--- config.mk ---
export PLATFORM = sky130hd
export DESIGN_NAME = fmc_master_config
export DESIGN_NICKNAME = d
export VERILOG_FILES = /design/src/core/fmc_pkg.sv /design/src/core/fmc_master_config.sv
export SDC_FILE = /design/constraint.sdc
export NUM_CORES = 1
export LEC_CHECK = 0
export ABC_AREA = 1
export BUFFER_PORTS_ARGS = -buffer_cell sky130_fd_sc_hd__clkbuf_2
export CAP_MARGIN = 25
export CORE_MARGIN = 10
export CORE_UTILIZATION = 47
export CTS_CLUSTER_SIZE = 8
export DETAILED_ROUTE_END_ITERATION = 8
export GPL_TIMING_DRIVEN = 0
export MAX_ROUTING_LAYER = met4
export PLACE_DENSITY = 0.68
export SKIP_CTS_REPAIR_TIMING = 1
export SYNTH_ARGS = -nofsm -noshare
export SYNTH_HDL_FRONTEND = slang
export SYNTH_SLANG_ARGS = --single-unit
export TNS_END_PERCENT = 5
--- constraint.sdc ---
create_clock -name CLK -period 1.9 [get_ports CLK]
set_clock_uncertainty 0.05 [all_clocks]
set_input_delay 0.095 -clock CLK [delete_from_list [all_inputs] [get_ports CLK]]
set_output_delay 0.095 -clock CLK [all_outputs]
set_load 0.1 [all_outputs]
--- src/core/fmc_pkg.sv ---
// package for the framer master configuration block: register map, field positions,
// reset values, timing constants and the carrier types.
// assumes a single 100 MHz system clock and an 8-bit register port.
package fmc_pkg;

  // register offsets
  localparam logic [7:0] ADDR_IDENT   = 8'h00;
  localparam logic [7:0] ADDR_CFG1    = 8'h01;
  localparam logic [7:0] ADDR_CFG2    = 8'h02;
  localparam logic [7:0] ADDR_CFG3    = 8'h03;
  localparam logic [7:0] ADDR_STATUS  = 8'h08;
  localparam logic [7:0] ADDR_LATCHED = 8'h09;

  // reset values and write mask
  localparam logic [7:0] CFG1_RESET = 8'h04;
  localparam logic [7:0] CFG2_RESET = 8'h00;
  localparam logic [7:0] CFG3_RESET = 8'h00;
  localparam logic [7:0] CFG2_MASK  = 8'hC7;

  // master_config_one fields
  localparam int B_SOFT_RESET = 0;
  localparam int B_DISABLE    = 1;
  localparam int B_ONES       = 2;
  localparam int B_DEFEAT     = 3;
  localparam int B_MANUAL     = 4;
  localparam int B_BINARY     = 5;
  localparam int B_ZS_DIS     = 6;
  localparam int B_FALLBACK   = 7;
  // master_config_two fields
  localparam int B_PAYLOAD_LB = 0;
  localparam int B_LINE_LB    = 1;
  localparam int B_DIAG_LB    = 2;
  localparam int B_CONST_CLK  = 6;
  localparam int B_SEC_SEL    = 7;
  // master_config_three fields
  localparam int B_EN_INV     = 0;
  localparam int B_DATA_INV   = 1;
  localparam int B_CLK_INV    = 2;
  localparam int B_EN_MODE    = 7;
  // status fields
  localparam int B_LOSS       = 6;
  localparam int B_TICK       = 0;

  // timing
  localparam int CLK_MHZ         = 100;
  localparam int SOFT_RESET_NS   = 100;
  localparam int UPDATE_WAIT_NS  = 100;
  localparam int LOSS_TIME_NS    = 1000;
  localparam int LOSS_W          = 8;
  localparam logic [LOSS_W-1:0] LOSS_CYCLES =
    LOSS_W'((LOSS_TIME_NS * CLK_MHZ + 999) / 1000);
  localparam int SEC_W           = 26;
  localparam logic [SEC_W-1:0] ONE_SECOND_EDGES_DEFAULT = 26'h2AA9E00;

  typedef struct packed {
    logic [7:0] addr;
    logic [7:0] wdata;
    logic       wr;
    logic       rd;
  } fmc_bus_s;

  typedef struct packed {
    logic pos;
    logic neg;
  } fmc_rails_s;

  typedef struct packed {
    logic [7:0]        cfg1;
    logic [7:0]        cfg2;
    logic [7:0]        cfg3;
    logic [7:0]        rdata;
    logic [2:0]        txclk_sy;
    logic [2:0]        rxclk_sy;
    logic [2:0]        ecu_sy;
    logic [1:0]        frst_sy;
    logic [1:0]        txdat_sy;
    fmc_rails_s        rx_s1;
    fmc_rails_s        rx_s2;
    logic              manual_prev;
    logic              loss;
    logic              loss_l;
    logic              tick_l;
    logic              latch;
    logic              ones_phase;
    logic [SEC_W-1:0]  sec_cnt;
    logic [LOSS_W-1:0] loss_cnt;
    fmc_rails_s        tx_rail;
    fmc_rails_s        rx_line;
    logic              tx_clk_out;
    logic              tx_en_pin;
    logic              fmt_payload;
    logic              fmt_bit_en;
    logic              rx_bit_en;
    logic              rx_lcv;
  } fmc_state_s;

endpackage

--- src/core/fmc_master_config.sv ---
// master configuration logic of one framer: registers, resets, power-down, clock and
// loopback steering, unframed ones, counter update timing and transmit pin inversion.
// assumes line clocks and line pins arrive asynchronously and run well below CLK/2.
// Operation
// writing one to soft reset returns all other registers to defaults
// host holds soft reset high at least 100 ns, then clears it
// effective framer reset is soft reset bit OR the reset pin
// power-down bit stops the framer clocks; clearing it restarts them
// after power-up the host toggles soft reset to reinitialise
// toggling soft reset while powered down re-enables the framer
// unframed ones bit, set at reset, sends continuous unframed all ones
// auto mode latches counters each second and sets the tick flag
// in manual mode a rising edge on pin or bit latches counters
// host waits 100 ns after a manual update before reading counters
// manual bit ignored in auto mode; host clears and re-sets it
// line mode bit picks dual rail or binary with violation pulses
// zero substitution on unless disabled; always off in binary mode
// stalled transmit clock flags loss; fallback uses receive clock, sends AIS
// payload loopback runs transmit from receive clock and receive data
// line loopback sends receive pins and clock to transmit pins
// line and diagnostic loopback may be active together
// diagnostic loopback feeds receive framer from pre-insertion transmit data
// constant clock bit puts transmit clock on enable pin, inversion kept
// one-second timer clocked by receive or transmit input clock
// three bits invert enable pin, transmit data and transmit input clock
// read-only identification register at offset zero
//
// Implementation choice: the strobed register port.
`timescale 1ns/1ps
module fmc_master_config
  import fmc_pkg::*;
#(
  parameter logic [SEC_W-1:0] ONE_SECOND_EDGES = ONE_SECOND_EDGES_DEFAULT,
  parameter logic [7:0]       IDENT_CODE       = 8'h5A   // arbitrary value
) (
  input  wire logic       CLK,
  input  wire logic       RESET_N,
  input  wire fmc_bus_s   BUS,
  output logic [7:0]      RD_DATA,
  input  wire logic       FRAMER_RST_PIN,
  input  wire logic       TX_INPUT_CLOCK,
  input  wire logic       TX_PAYLOAD_IN,
  input  wire logic       RX_LINE_CLOCK,
  input  wire fmc_rails_s RX_RAIL,
  input  wire logic       EXT_COUNTER_UPDATE_IN,
  input  wire fmc_rails_s FMT_LINE,
  input  wire fmc_rails_s FMT_AIS,
  input  wire logic       FMT_PAYLOAD_SLOT,
  output fmc_rails_s      TX_RAIL,
  output logic            TX_LINE_CLOCK,
  output logic            TX_ENABLE_GAPPED_CLOCK_PIN,
  output logic            FMT_PAYLOAD,
  output logic            FMT_BIT_EN,
  output fmc_rails_s      RX_LINE,
  output logic            RX_BIT_EN,
  output logic            RX_CODE_VIOLATION,
  output logic            LINE_MODE_BINARY,
  output logic            ZERO_SUBST_ENABLE,
  output logic            FRAMER_RESET,
  output logic            FRAMER_CLK_EN,
  output logic            COUNTER_LATCH
);

  fmc_state_s s;
  fmc_state_s n;

  logic fr_reset;
  logic run;
  logic tx_lvl;
  logic tx_edge;
  logic tx_change;
  logic rx_lvl;
  logic rx_edge;
  logic fallback;
  logic use_rx;
  logic sel_lvl;
  logic sel_edge;
  logic sec_edge;
  logic sec_tick;
  logic ext_rise;
  logic manual_rise;
  logic auto_upd;
  logic manual_upd;
  logic binary;
  logic en_raw;

  assign fr_reset    = s.cfg1[B_SOFT_RESET] | s.frst_sy[1];
  assign run         = ~s.cfg1[B_DISABLE];
  assign tx_lvl      = s.txclk_sy[1] ^ s.cfg3[B_CLK_INV];
  assign tx_edge     = tx_lvl & ~(s.txclk_sy[2] ^ s.cfg3[B_CLK_INV]);
  assign tx_change   = s.txclk_sy[1] ^ s.txclk_sy[2];
  assign rx_lvl      = s.rxclk_sy[1];
  assign rx_edge     = s.rxclk_sy[1] & ~s.rxclk_sy[2];
  assign fallback    = s.cfg1[B_FALLBACK] & s.loss;
  // payload loopback, clock fallback and line loopback all move transmit to rx clock
  assign use_rx      = s.cfg2[B_PAYLOAD_LB] | fallback | s.cfg2[B_LINE_LB];
  assign sel_lvl     = use_rx ? rx_lvl : tx_lvl;
  assign sel_edge    = use_rx ? rx_edge : tx_edge;
  assign sec_edge    = s.cfg2[B_SEC_SEL] ? tx_edge : rx_edge;
  assign sec_tick    = run & sec_edge & (s.sec_cnt == ONE_SECOND_EDGES - SEC_W'(1));
  assign ext_rise    = s.ecu_sy[1] & ~s.ecu_sy[2];
  assign manual_rise = s.cfg1[B_MANUAL] & ~s.manual_prev;
  assign auto_upd    = ~s.cfg1[B_DEFEAT] & sec_tick;
  assign manual_upd  = run & s.cfg1[B_DEFEAT] & (ext_rise | manual_rise);
  assign binary      = s.cfg1[B_BINARY];
  // constant clock wins over the enable mode select
  assign en_raw      = s.cfg2[B_CONST_CLK] ? sel_lvl :
                       (s.cfg3[B_EN_MODE] ? (sel_lvl & FMT_PAYLOAD_SLOT) : FMT_PAYLOAD_SLOT);

  always_comb begin
    n = s;
    // synchronisers: element 0 is read only by element 1
    n.txclk_sy    = {s.txclk_sy[1:0], TX_INPUT_CLOCK};
    n.rxclk_sy    = {s.rxclk_sy[1:0], RX_LINE_CLOCK};
    n.ecu_sy      = {s.ecu_sy[1:0], EXT_COUNTER_UPDATE_IN};
    n.frst_sy     = {s.frst_sy[0], FRAMER_RST_PIN};
    n.txdat_sy    = {s.txdat_sy[0], TX_PAYLOAD_IN};
    n.rx_s1       = RX_RAIL;
    n.rx_s2       = s.rx_s1;
    n.manual_prev = s.cfg1[B_MANUAL];
    n.latch       = auto_upd | manual_upd;
    n.fmt_bit_en  = run & sel_edge;
    n.rx_bit_en   = 1'b0;
    n.rx_lcv      = 1'b0;

    // one-second timer
    if (run && sec_edge) begin
      n.sec_cnt = sec_tick ? '0 : s.sec_cnt + SEC_W'(1);
    end

    // transmit input clock watchdog
    if (run) begin
      if (tx_change) begin
        n.loss_cnt = '0;
        n.loss     = 1'b0;
      end else if (s.loss_cnt >= LOSS_CYCLES - LOSS_W'(1)) begin
        n.loss     = 1'b1;
      end else begin
        n.loss_cnt = s.loss_cnt + LOSS_W'(1);
      end
    end

    // register writes; sticky flags are write-one-to-clear and a set wins
    if (BUS.wr) begin
      case (BUS.addr)
        ADDR_CFG1: n.cfg1 = BUS.wdata;
        ADDR_CFG2: n.cfg2 = BUS.wdata & CFG2_MASK;
        ADDR_CFG3: n.cfg3 = BUS.wdata;
        ADDR_LATCHED: begin
          if (BUS.wdata[B_LOSS]) n.loss_l = 1'b0;
          if (BUS.wdata[B_TICK]) n.tick_l = 1'b0;
        end
        default: ;
      endcase
    end
    if (auto_upd) n.tick_l = 1'b1;
    if (n.loss && !s.loss) n.loss_l = 1'b1;

    // register reads, data valid the cycle after the strobe
    n.rdata = 8'h00;
    if (BUS.rd) begin
      case (BUS.addr)
        ADDR_IDENT:   n.rdata = IDENT_CODE;
        ADDR_CFG1:    n.rdata = s.cfg1;
        ADDR_CFG2:    n.rdata = s.cfg2;
        ADDR_CFG3:    n.rdata = s.cfg3;
        ADDR_STATUS:  n.rdata = {1'b0, s.loss, 6'h00};
        ADDR_LATCHED: n.rdata = {1'b0, s.loss_l, 5'h00, s.tick_l};
        default:      n.rdata = 8'h00;
      endcase
    end

    if (run) begin
      n.tx_clk_out = s.cfg2[B_LINE_LB] ? rx_lvl : sel_lvl;
      n.tx_en_pin  = en_raw ^ s.cfg3[B_EN_INV];
    end

    // transmit line, updated on each selected transmit bit clock
    if (run && sel_edge) begin
      n.fmt_payload = s.cfg2[B_PAYLOAD_LB] ? s.rx_s2.pos
                                           : (s.txdat_sy[1] ^ s.cfg3[B_DATA_INV]);
      if (s.cfg2[B_LINE_LB]) begin
        n.tx_rail = s.rx_s2;
      end else if (s.cfg1[B_ONES]) begin
        // binary: steady one; dual rail: alternate marks
        n.ones_phase  = ~s.ones_phase;
        n.tx_rail.pos = binary | ~s.ones_phase;
        n.tx_rail.neg = ~binary & s.ones_phase;
      end else if (fallback) begin
        n.tx_rail = FMT_AIS;
      end else begin
        n.tx_rail = FMT_LINE;
      end
    end

    // receive framer feed; payload loopback leaves it untouched
    if (run) begin
      if (s.cfg2[B_DIAG_LB]) begin
        // tap ahead of ones, AIS and pin-level treatment
        n.rx_line   = FMT_LINE;
        n.rx_bit_en = sel_edge;
      end else if (rx_edge) begin
        n.rx_line   = s.rx_s2;
        n.rx_bit_en = 1'b1;
        n.rx_lcv    = binary & s.rx_s2.neg;
      end
    end

    // soft reset or reset pin: registers except the soft reset bit, flags, counters, rails and bit enables to default
    if (fr_reset) begin
      n.cfg1       = {CFG1_RESET[7:1], n.cfg1[B_SOFT_RESET]};
      n.cfg2       = CFG2_RESET;
      n.cfg3       = CFG3_RESET;
      n.loss       = 1'b0;
      n.loss_l     = 1'b0;
      n.tick_l     = 1'b0;
      n.latch      = 1'b0;
      n.loss_cnt   = '0;
      n.sec_cnt    = '0;
      n.ones_phase = 1'b0;
      n.tx_rail    = '0;
      n.rx_line    = '0;
      n.fmt_bit_en = 1'b0;
      n.rx_bit_en  = 1'b0;
      n.rx_lcv     = 1'b0;
    end
  end

  always_ff @(posedge CLK) begin
    if (!RESET_N) begin
      s      <= '0;
      s.cfg1 <= CFG1_RESET;
    end else begin
      s <= n;
    end
  end

  assign RD_DATA                    = s.rdata;
  assign TX_RAIL                    = s.tx_rail;
  assign TX_LINE_CLOCK              = s.tx_clk_out;
  assign TX_ENABLE_GAPPED_CLOCK_PIN = s.tx_en_pin;
  assign FMT_PAYLOAD                = s.fmt_payload;
  assign FMT_BIT_EN                 = s.fmt_bit_en;
  assign RX_LINE                    = s.rx_line;
  assign RX_BIT_EN                  = s.rx_bit_en;
  assign RX_CODE_VIOLATION          = s.rx_lcv;
  assign LINE_MODE_BINARY           = binary;
  assign ZERO_SUBST_ENABLE          = ~s.cfg1[B_ZS_DIS] & ~binary;
  assign FRAMER_RESET               = fr_reset;
  assign FRAMER_CLK_EN              = run;
  assign COUNTER_LATCH              = s.latch;
endmodule

Yosys cells after proc, flatten, opt, wreduce, memory -nomap -nowiden
Cells that the tools add are included.

operators by class
  add/subtract/negate cells = 2
  $lt $le $gt $ge = 1
  eq/ne operators = 7
  multiplexer cells = 31
  bitwise logic cells = 38
  reductions and logical operators = 24

operators with widths
  cell                                                               number
  one-hot mux 8 bit (6 select lines)                                 1
  2-to-1 mux 8 bit                                                   4
  adder 26 x 1 -> 26 bit, second input constant                      1
  == test 26 bit, second input constant                              1
  2-to-1 mux 26 bit                                                  1
  2-to-1 mux 17 bit                                                  1
  == test 8 x 2 -> 1 bit, second input constant                      2
  == test 8 x 4 -> 1 bit, second input constant                      2
  2-to-1 mux 1 bit                                                   16
  2-to-1 mux 2 bit                                                   8
  AND 1 bit                                                          15
  nonzero test 2 bit                                                 7
  NOT 1 bit                                                          12
  AND reduction 2 bit                                                6
  AND reduction 3 bit                                                3
  adder 8 x 1 -> 8 bit, second input constant                        1
  == test 8 x 1 -> 1 bit, second input constant                      1
  greater-or-equal comparator 8 x 7 -> 1 bit, second input constant  1
  logical NOT 8 bit                                                  1
  OR 1 bit                                                           6
  OR reduction 5 bit                                                 1
  bitwise XOR 1 bit                                                  5
  logical AND 1 bit                                                  3
  OR reduction 3 bit                                                 1
  3 further kinds                                                    3

word-level totals
  register bits after elaboration = 96
  input port bits = 32
  output and inout bits = 23
  word-level logic and storage cells = 135

Longest topological paths before layout
  word-level depth = 9
  mapped depth = 10

Worst setup path before layout
Ideal clock, no wire load.

  path kind = reg2out
  start point = register s, in the netlist LINE_MODE_BINARY
  end point = output ZERO_SUBST_ENABLE
  arrival time = 2.090 ns
  slack = -0.335 ns
  stages on the path, launching flop included = 2
  path through = dfxtp_1 -> nor2_1

on the way
  longest elaborated chain between the ends = 2

RTL lines
  element                 RTL line                  RTL
  from (decl)             fmc_master_config.sv:64   fmc_state_s s;
  from (signal assigned)  fmc_master_config.sv:234  s <= n;
  NOT 1 bit               fmc_master_config.sv:248  assign ZERO_SUBST_ENABLE = ~s.cfg1[B_ZS_DIS] & ~binary;
  AND 1 bit               fmc_master_config.sv:248
  to (decl)               fmc_master_config.sv:58   output logic ZERO_SUBST_ENABLE,

No other way between the ends.

Worst setup path after layout
  start point = register s[92] in the netlist's numbering
  end point = output FRAMER_CLK_EN

on the way
  longest elaborated chain between the ends = 1

RTL lines
  element                     RTL line                 RTL
  NOT 1 bit (no source line)  --
  to (decl)                   fmc_master_config.sv:60  output logic FRAMER_CLK_EN,

No other way between the ends.

==> impl.org <==
** Timing
- Setup repair after global routing could not meet its margin everywhere.
- For the pin with the worst max-slew slack, the measured transition is 640 ps.
- Relative slew slack :: 57.3%
- Crit path setup slack, layout :: 115 ps
- Setup violations remaining at the end of the flow were counted as 0.
- Minimum clock period :: 1780 ps
- Max frequency :: 0.560 GHz
- The final count of hold timing violations was 4.
- Final setup TNS :: 0 ps
- The number of pins with negative max-slew slack in the final report came to 0.
- After layout, the worst path uses 93.9% of the clock period.
- Hold slack final :: -26.3 ps

** Place
- During placement, the flow inserted port buffers numbering 54.
- After legalization and detailed placement, the total HPWL measured 8990 microns.
- Worst slack at placement :: 38.5 ps
- After detailed placement, the total cell area comes to 5180 sq um.
- Routability congestion estimate :: 0.886

** Global routing
- After global routing the overflow that remains totals 0.
- Largest net degree at the start of global routing :: 18
- The initial antenna violation count was 0.
- The first global-routing pass estimated 20000 microns of wire.
- Via count of the first global-routing pass :: 4384
- GRT Overall Usage :: 17.0%

** Clocking
- Maximum count of clock buffers along a single path :: 2
- Clock-pin slew was measured on the worst setup and hold paths at 110 ps.
- Clock buffers created by TritonCTS :: 9
- Number of H-tree branching levels :: 3
- Cell at the root of the clock tree :: sky130_fd_sc_hd__clkbuf_8
- Clock tree from TritonCTS :: done
- Clock tree synthesis found a total of 96 sinks.
- The later pin in the worst-skew pair is clocked with a latency of 370 ps.

** Worst setup path
- Element type at the critical path end :: output port
- Critical path launch point type :: flop
- In this run the worst path has a maximum fanout of 10.
- Data on the critical path arrives at its endpoint at 1640 ps.
- WP data required :: 1750 ps
- The critical path in this run is classified as flop to output port.

** Detailed routing
- After the first detailed-routing iteration, the DRC count stood at 326.
- In the routed design, unresolved DRC markers number 0.
- Highest layer used for signal routing :: met4
- Average detailed-routed wire length per instance :: 12.9 microns
- After detailed routing, the met3 layer carries 399 microns of wire.
- Routed WL :: 11700 microns
- Routed metal-1 wire length :: 5240 microns
- Number of vias after detailed routing :: 4428
- In the routed layout, each cell is associated on average with a via count of 4.91.
- The detail route stage leaves a number of antenna-violating nets equal to 0.
- Detailed-router iteration count before antenna repair :: 4
- In the detailed route, the total length drawn on met2 is 5780 microns.

** Die
- The die is 120 microns wide.
- Measured along the y axis, the die boundary spans 120 microns.
- Once the floorplan was initialized, standard cells occupied 48.3% of the core.
- Area of the placeable core :: 9820 sq um
- Pin placement for this block handled 55 I/O pins.
- Floorplan die area :: 14500 sq um
- Placement Rows :: 36

** Status
- The flow ran to the end, but the final reports show violations.
- The final reports fail on hold timing.

** Logic synthesis
- Gate count after technology mapping :: 685
- After synthesis, the largest area contributor takes up 40.5% of total cell area.
- Synthesis produced a netlist with a net count of 719.
- In this run the cell area of the synthesized design comes to 4740 sq um.
- Number of warnings printed during yosys synthesis :: 0
- Area contributors post-synth :: sky130_fd_sc_hd__dfxtp_1 (41%), sky130_fd_sc_hd__nand2_1 (12%), sky130_fd_sc_hd__nor2_1 (7.8%), sky130_fd_sc_hd__inv_1 (7.5%), sky130_fd_sc_hd__nand3_1 (4.9%)
- In this run the mean area of a mapped cell was 6.92 sq um.
- The largest total area in the synthesized netlist belongs to sky130_fd_sc_hd__dfxtp_1.
- Sequential cells were found to cover 40.5% of the synthesized design area.
- Number of library cell types mapped by synthesis :: 41
- In this run, synthesis produced a sequential element count of 96.

** Finish
- Share of layout cells above drive strength 1 :: 17.9%
- For this run, the share of the core covered by cells in the final layout is 56.2%.
- Synth-to-Final Area Change :: 16.4%
- Total number of nets in the final design :: 798
- Once layout is done, the placed cells without fillers occupy 5520 sq um.
- Count of antenna diodes in the layout :: 0

** Power
- Per report_power, the combinational group accounts for 8.5% of the total.
- Switching power total :: 995 uW
- Cell area power density :: 657 nW/um^2
- Per report_power, the clock group accounts for 34.7% of the total.
- In this run the static leakage power is 2.48 nW.
- P_int :: 2.63 mW
- Proportion of power drawn by flip-flops and latches :: 56.8%
- Power Total :: 3.62 mW
- Across the VDD grid, the largest voltage drop is 0.493 mV.
- Net switching is 27.5% of the power.

** Flow run
- The tool flagged a number of max-cap violations equal to 0.

** Min path
- Hold WC Path Type :: input pin to flop
==> critical path: stages (launching register included) <==
cell,delay (ps)
sky130_fd_sc_hd__dfxtp_1,360
sky130_fd_sc_hd__inv_1,180
sky130_fd_sc_hd__clkbuf_2,320
sky130_fd_sc_hd__clkbuf_4,410
==> flip-flops by register name, indices dropped and copies added, names as in the netlist <==
register	cells
COUNTER_LATCH	1
FMT_BIT_EN	1
FMT_PAYLOAD	1
LINE_MODE_BINARY	1
RD_DATA	8
RX_BIT_EN	1
RX_CODE_VIOLATION	1
RX_LINE	2
TX_ENABLE_GAPPED_CLOCK_PIN	1
TX_LINE_CLOCK	1
TX_RAIL	2
n	11
s	65
==> final timing paths <==
path	slack [ps]	cells past startpoint	endpoint	start
worst max-delay path	120	3	FRAMER_CLK_EN	s[92]$_SDFFE_PP0P_
worst min-delay path	-30	3	s[98]$_SDFFE_PP0P_	BUS[9]
worst max register to register	140	8	s[30]$_SDFFE_PP0P_	s[19]$_SDFFE_PP0P_
worst min register to register	370	2	s[55]$_SDFF_PN0_	n[55]$_SDFF_PN0_
==> power groups by stage <==
stage,registers (mW),clock network (mW),logic [mW]
5_1_grt,2.06,1.36,0.344
3_3_place_gp,2.10,0,0.280
3_5_place_dp,2.11,0,0.285
4_1_cts,2.06,1.29,0.286
6_report,2.06,1.26,0.308
2_1_floorplan,2.12,0,0.171
==> Yosys cell counts <==
cell and instances:
sky130_fd_sc_hd__o21ai_0 25, sky130_fd_sc_hd__nor2_1 99, sky130_fd_sc_hd__clkinv_1 2, sky130_fd_sc_hd__nor2_4 4
sky130_fd_sc_hd__clkbuf_1 3, sky130_fd_sc_hd__xor2_1 9, sky130_fd_sc_hd__a211oi_1 5, sky130_fd_sc_hd__buf_1 1
sky130_fd_sc_hd__a211oi_2 3, sky130_fd_sc_hd__o211ai_1 5, sky130_fd_sc_hd__or2_1 1, sky130_fd_sc_hd__a21oi_1 36
sky130_fd_sc_hd__o21ai_2 2, sky130_fd_sc_hd__nand3_1 46, sky130_fd_sc_hd__or2_2 4, sky130_fd_sc_hd__nand3b_1 4
sky130_fd_sc_hd__buf_6 2, sky130_fd_sc_hd__nor3_2 3, sky130_fd_sc_hd__ha_1 2, sky130_fd_sc_hd__and3_1 2
sky130_fd_sc_hd__nor3_1 10, sky130_fd_sc_hd__a22oi_1 1, sky130_fd_sc_hd__dfxtp_1 96, sky130_fd_sc_hd__nor2_8 1
sky130_fd_sc_hd__nand3_2 3, sky130_fd_sc_hd__o22ai_1 2, sky130_fd_sc_hd__buf_4 14, sky130_fd_sc_hd__nand2_1 151
sky130_fd_sc_hd__inv_2 7, sky130_fd_sc_hd__xnor2_1 3, sky130_fd_sc_hd__nand2_2 6, sky130_fd_sc_hd__a31oi_1 1
sky130_fd_sc_hd__inv_1 95, sky130_fd_sc_hd__nor2_2 7, sky130_fd_sc_hd__a21oi_4 1, sky130_fd_sc_hd__o21ai_1 8
sky130_fd_sc_hd__buf_2 5, sky130_fd_sc_hd__inv_4 1, sky130_fd_sc_hd__o21bai_1 3, sky130_fd_sc_hd__nand4_1 11
sky130_fd_sc_hd__nor3_4 1
==> metrics by stage <==
| stage | cells | hold WS (ps) |
|---|---|---|
| 2_1_floorplan | 685 | 143 |
| 3_3_place_gp | 872 | 231 |
| 3_5_place_dp | 872 | 232 |
| 4_1_cts | 888 | -159 |
| 5_1_grt | 902 | 10.4 |
| 6_report | 902 | -26.3 |
==> per-layer routing <==
metal | track usage (%) | vias to the layer above
li1 | - | 2309
met5 | - | -
met1 | 19.6 | 2027
met3 | 2.84 | 17
met2 | 28.9 | 75
met4 | 6.86 | 0
==> logic make-up (layout without fill, tap and decap cells) <==
family	after synthesis	in the layout	share of synthesized area [%]
flip-flops	96	96	40.5
AND/OR/NAND/NOR	353	353	33.4
XOR/XNOR	12	12	2.22
buffers and inverters	130	214	11.9
AO/OA/AOI/OAI	92	92	11.4
adder cells (fa/ha/maj)	2	2	0.528
==> layout make-up <==
| cell class | instances | area [sq um] |
|---|---|---|
| fill | 981 | 4300 |
| tap | 133 | 166 |
| sequential | 96 | 1920 |
| multi-input combinational | 459 | 2270 |
| buffer | 25 | 169 |
| clock buffer | 9 | 124 |
| inverter | 105 | 397 |
| timing repair buffer | 68 | 413 |
| clock inverter | 7 | 53.8 |
==> placed cells by master, fill, tap and decap left out, types with 3 or more instances in the layout <==
master and instances:
sky130_fd_sc_hd__nand3_2 3, sky130_fd_sc_hd__nand3b_1 4, sky130_fd_sc_hd__inv_2 7, sky130_fd_sc_hd__clkbuf_1 3, sky130_fd_sc_hd__nand2_1 151, sky130_fd_sc_hd__clkbuf_2 54
sky130_fd_sc_hd__buf_2 5, sky130_fd_sc_hd__xnor2_1 3, sky130_fd_sc_hd__or2_2 4, sky130_fd_sc_hd__buf_4 14, sky130_fd_sc_hd__o211ai_1 5, sky130_fd_sc_hd__clkbuf_8 9
sky130_fd_sc_hd__nor3_2 3, sky130_fd_sc_hd__nor3_1 10, sky130_fd_sc_hd__a211oi_2 3, sky130_fd_sc_hd__nand3_1 46, sky130_fd_sc_hd__xor2_1 9, sky130_fd_sc_hd__o21ai_1 8
sky130_fd_sc_hd__nor2_1 97, sky130_fd_sc_hd__o21ai_0 25, sky130_fd_sc_hd__dfxtp_1 96, sky130_fd_sc_hd__a211oi_1 5, sky130_fd_sc_hd__nand4_1 11, sky130_fd_sc_hd__nor2_2 8
sky130_fd_sc_hd__a21oi_1 36, sky130_fd_sc_hd__inv_6 3, sky130_fd_sc_hd__clkinvlp_4 3, sky130_fd_sc_hd__nand2_2 6, sky130_fd_sc_hd__o21bai_1 3, sky130_fd_sc_hd__inv_1 95
sky130_fd_sc_hd__nor2_4 5, sky130_fd_sc_hd__dlygate4sd3_1 14
Power figures use the tool's default switching activity.
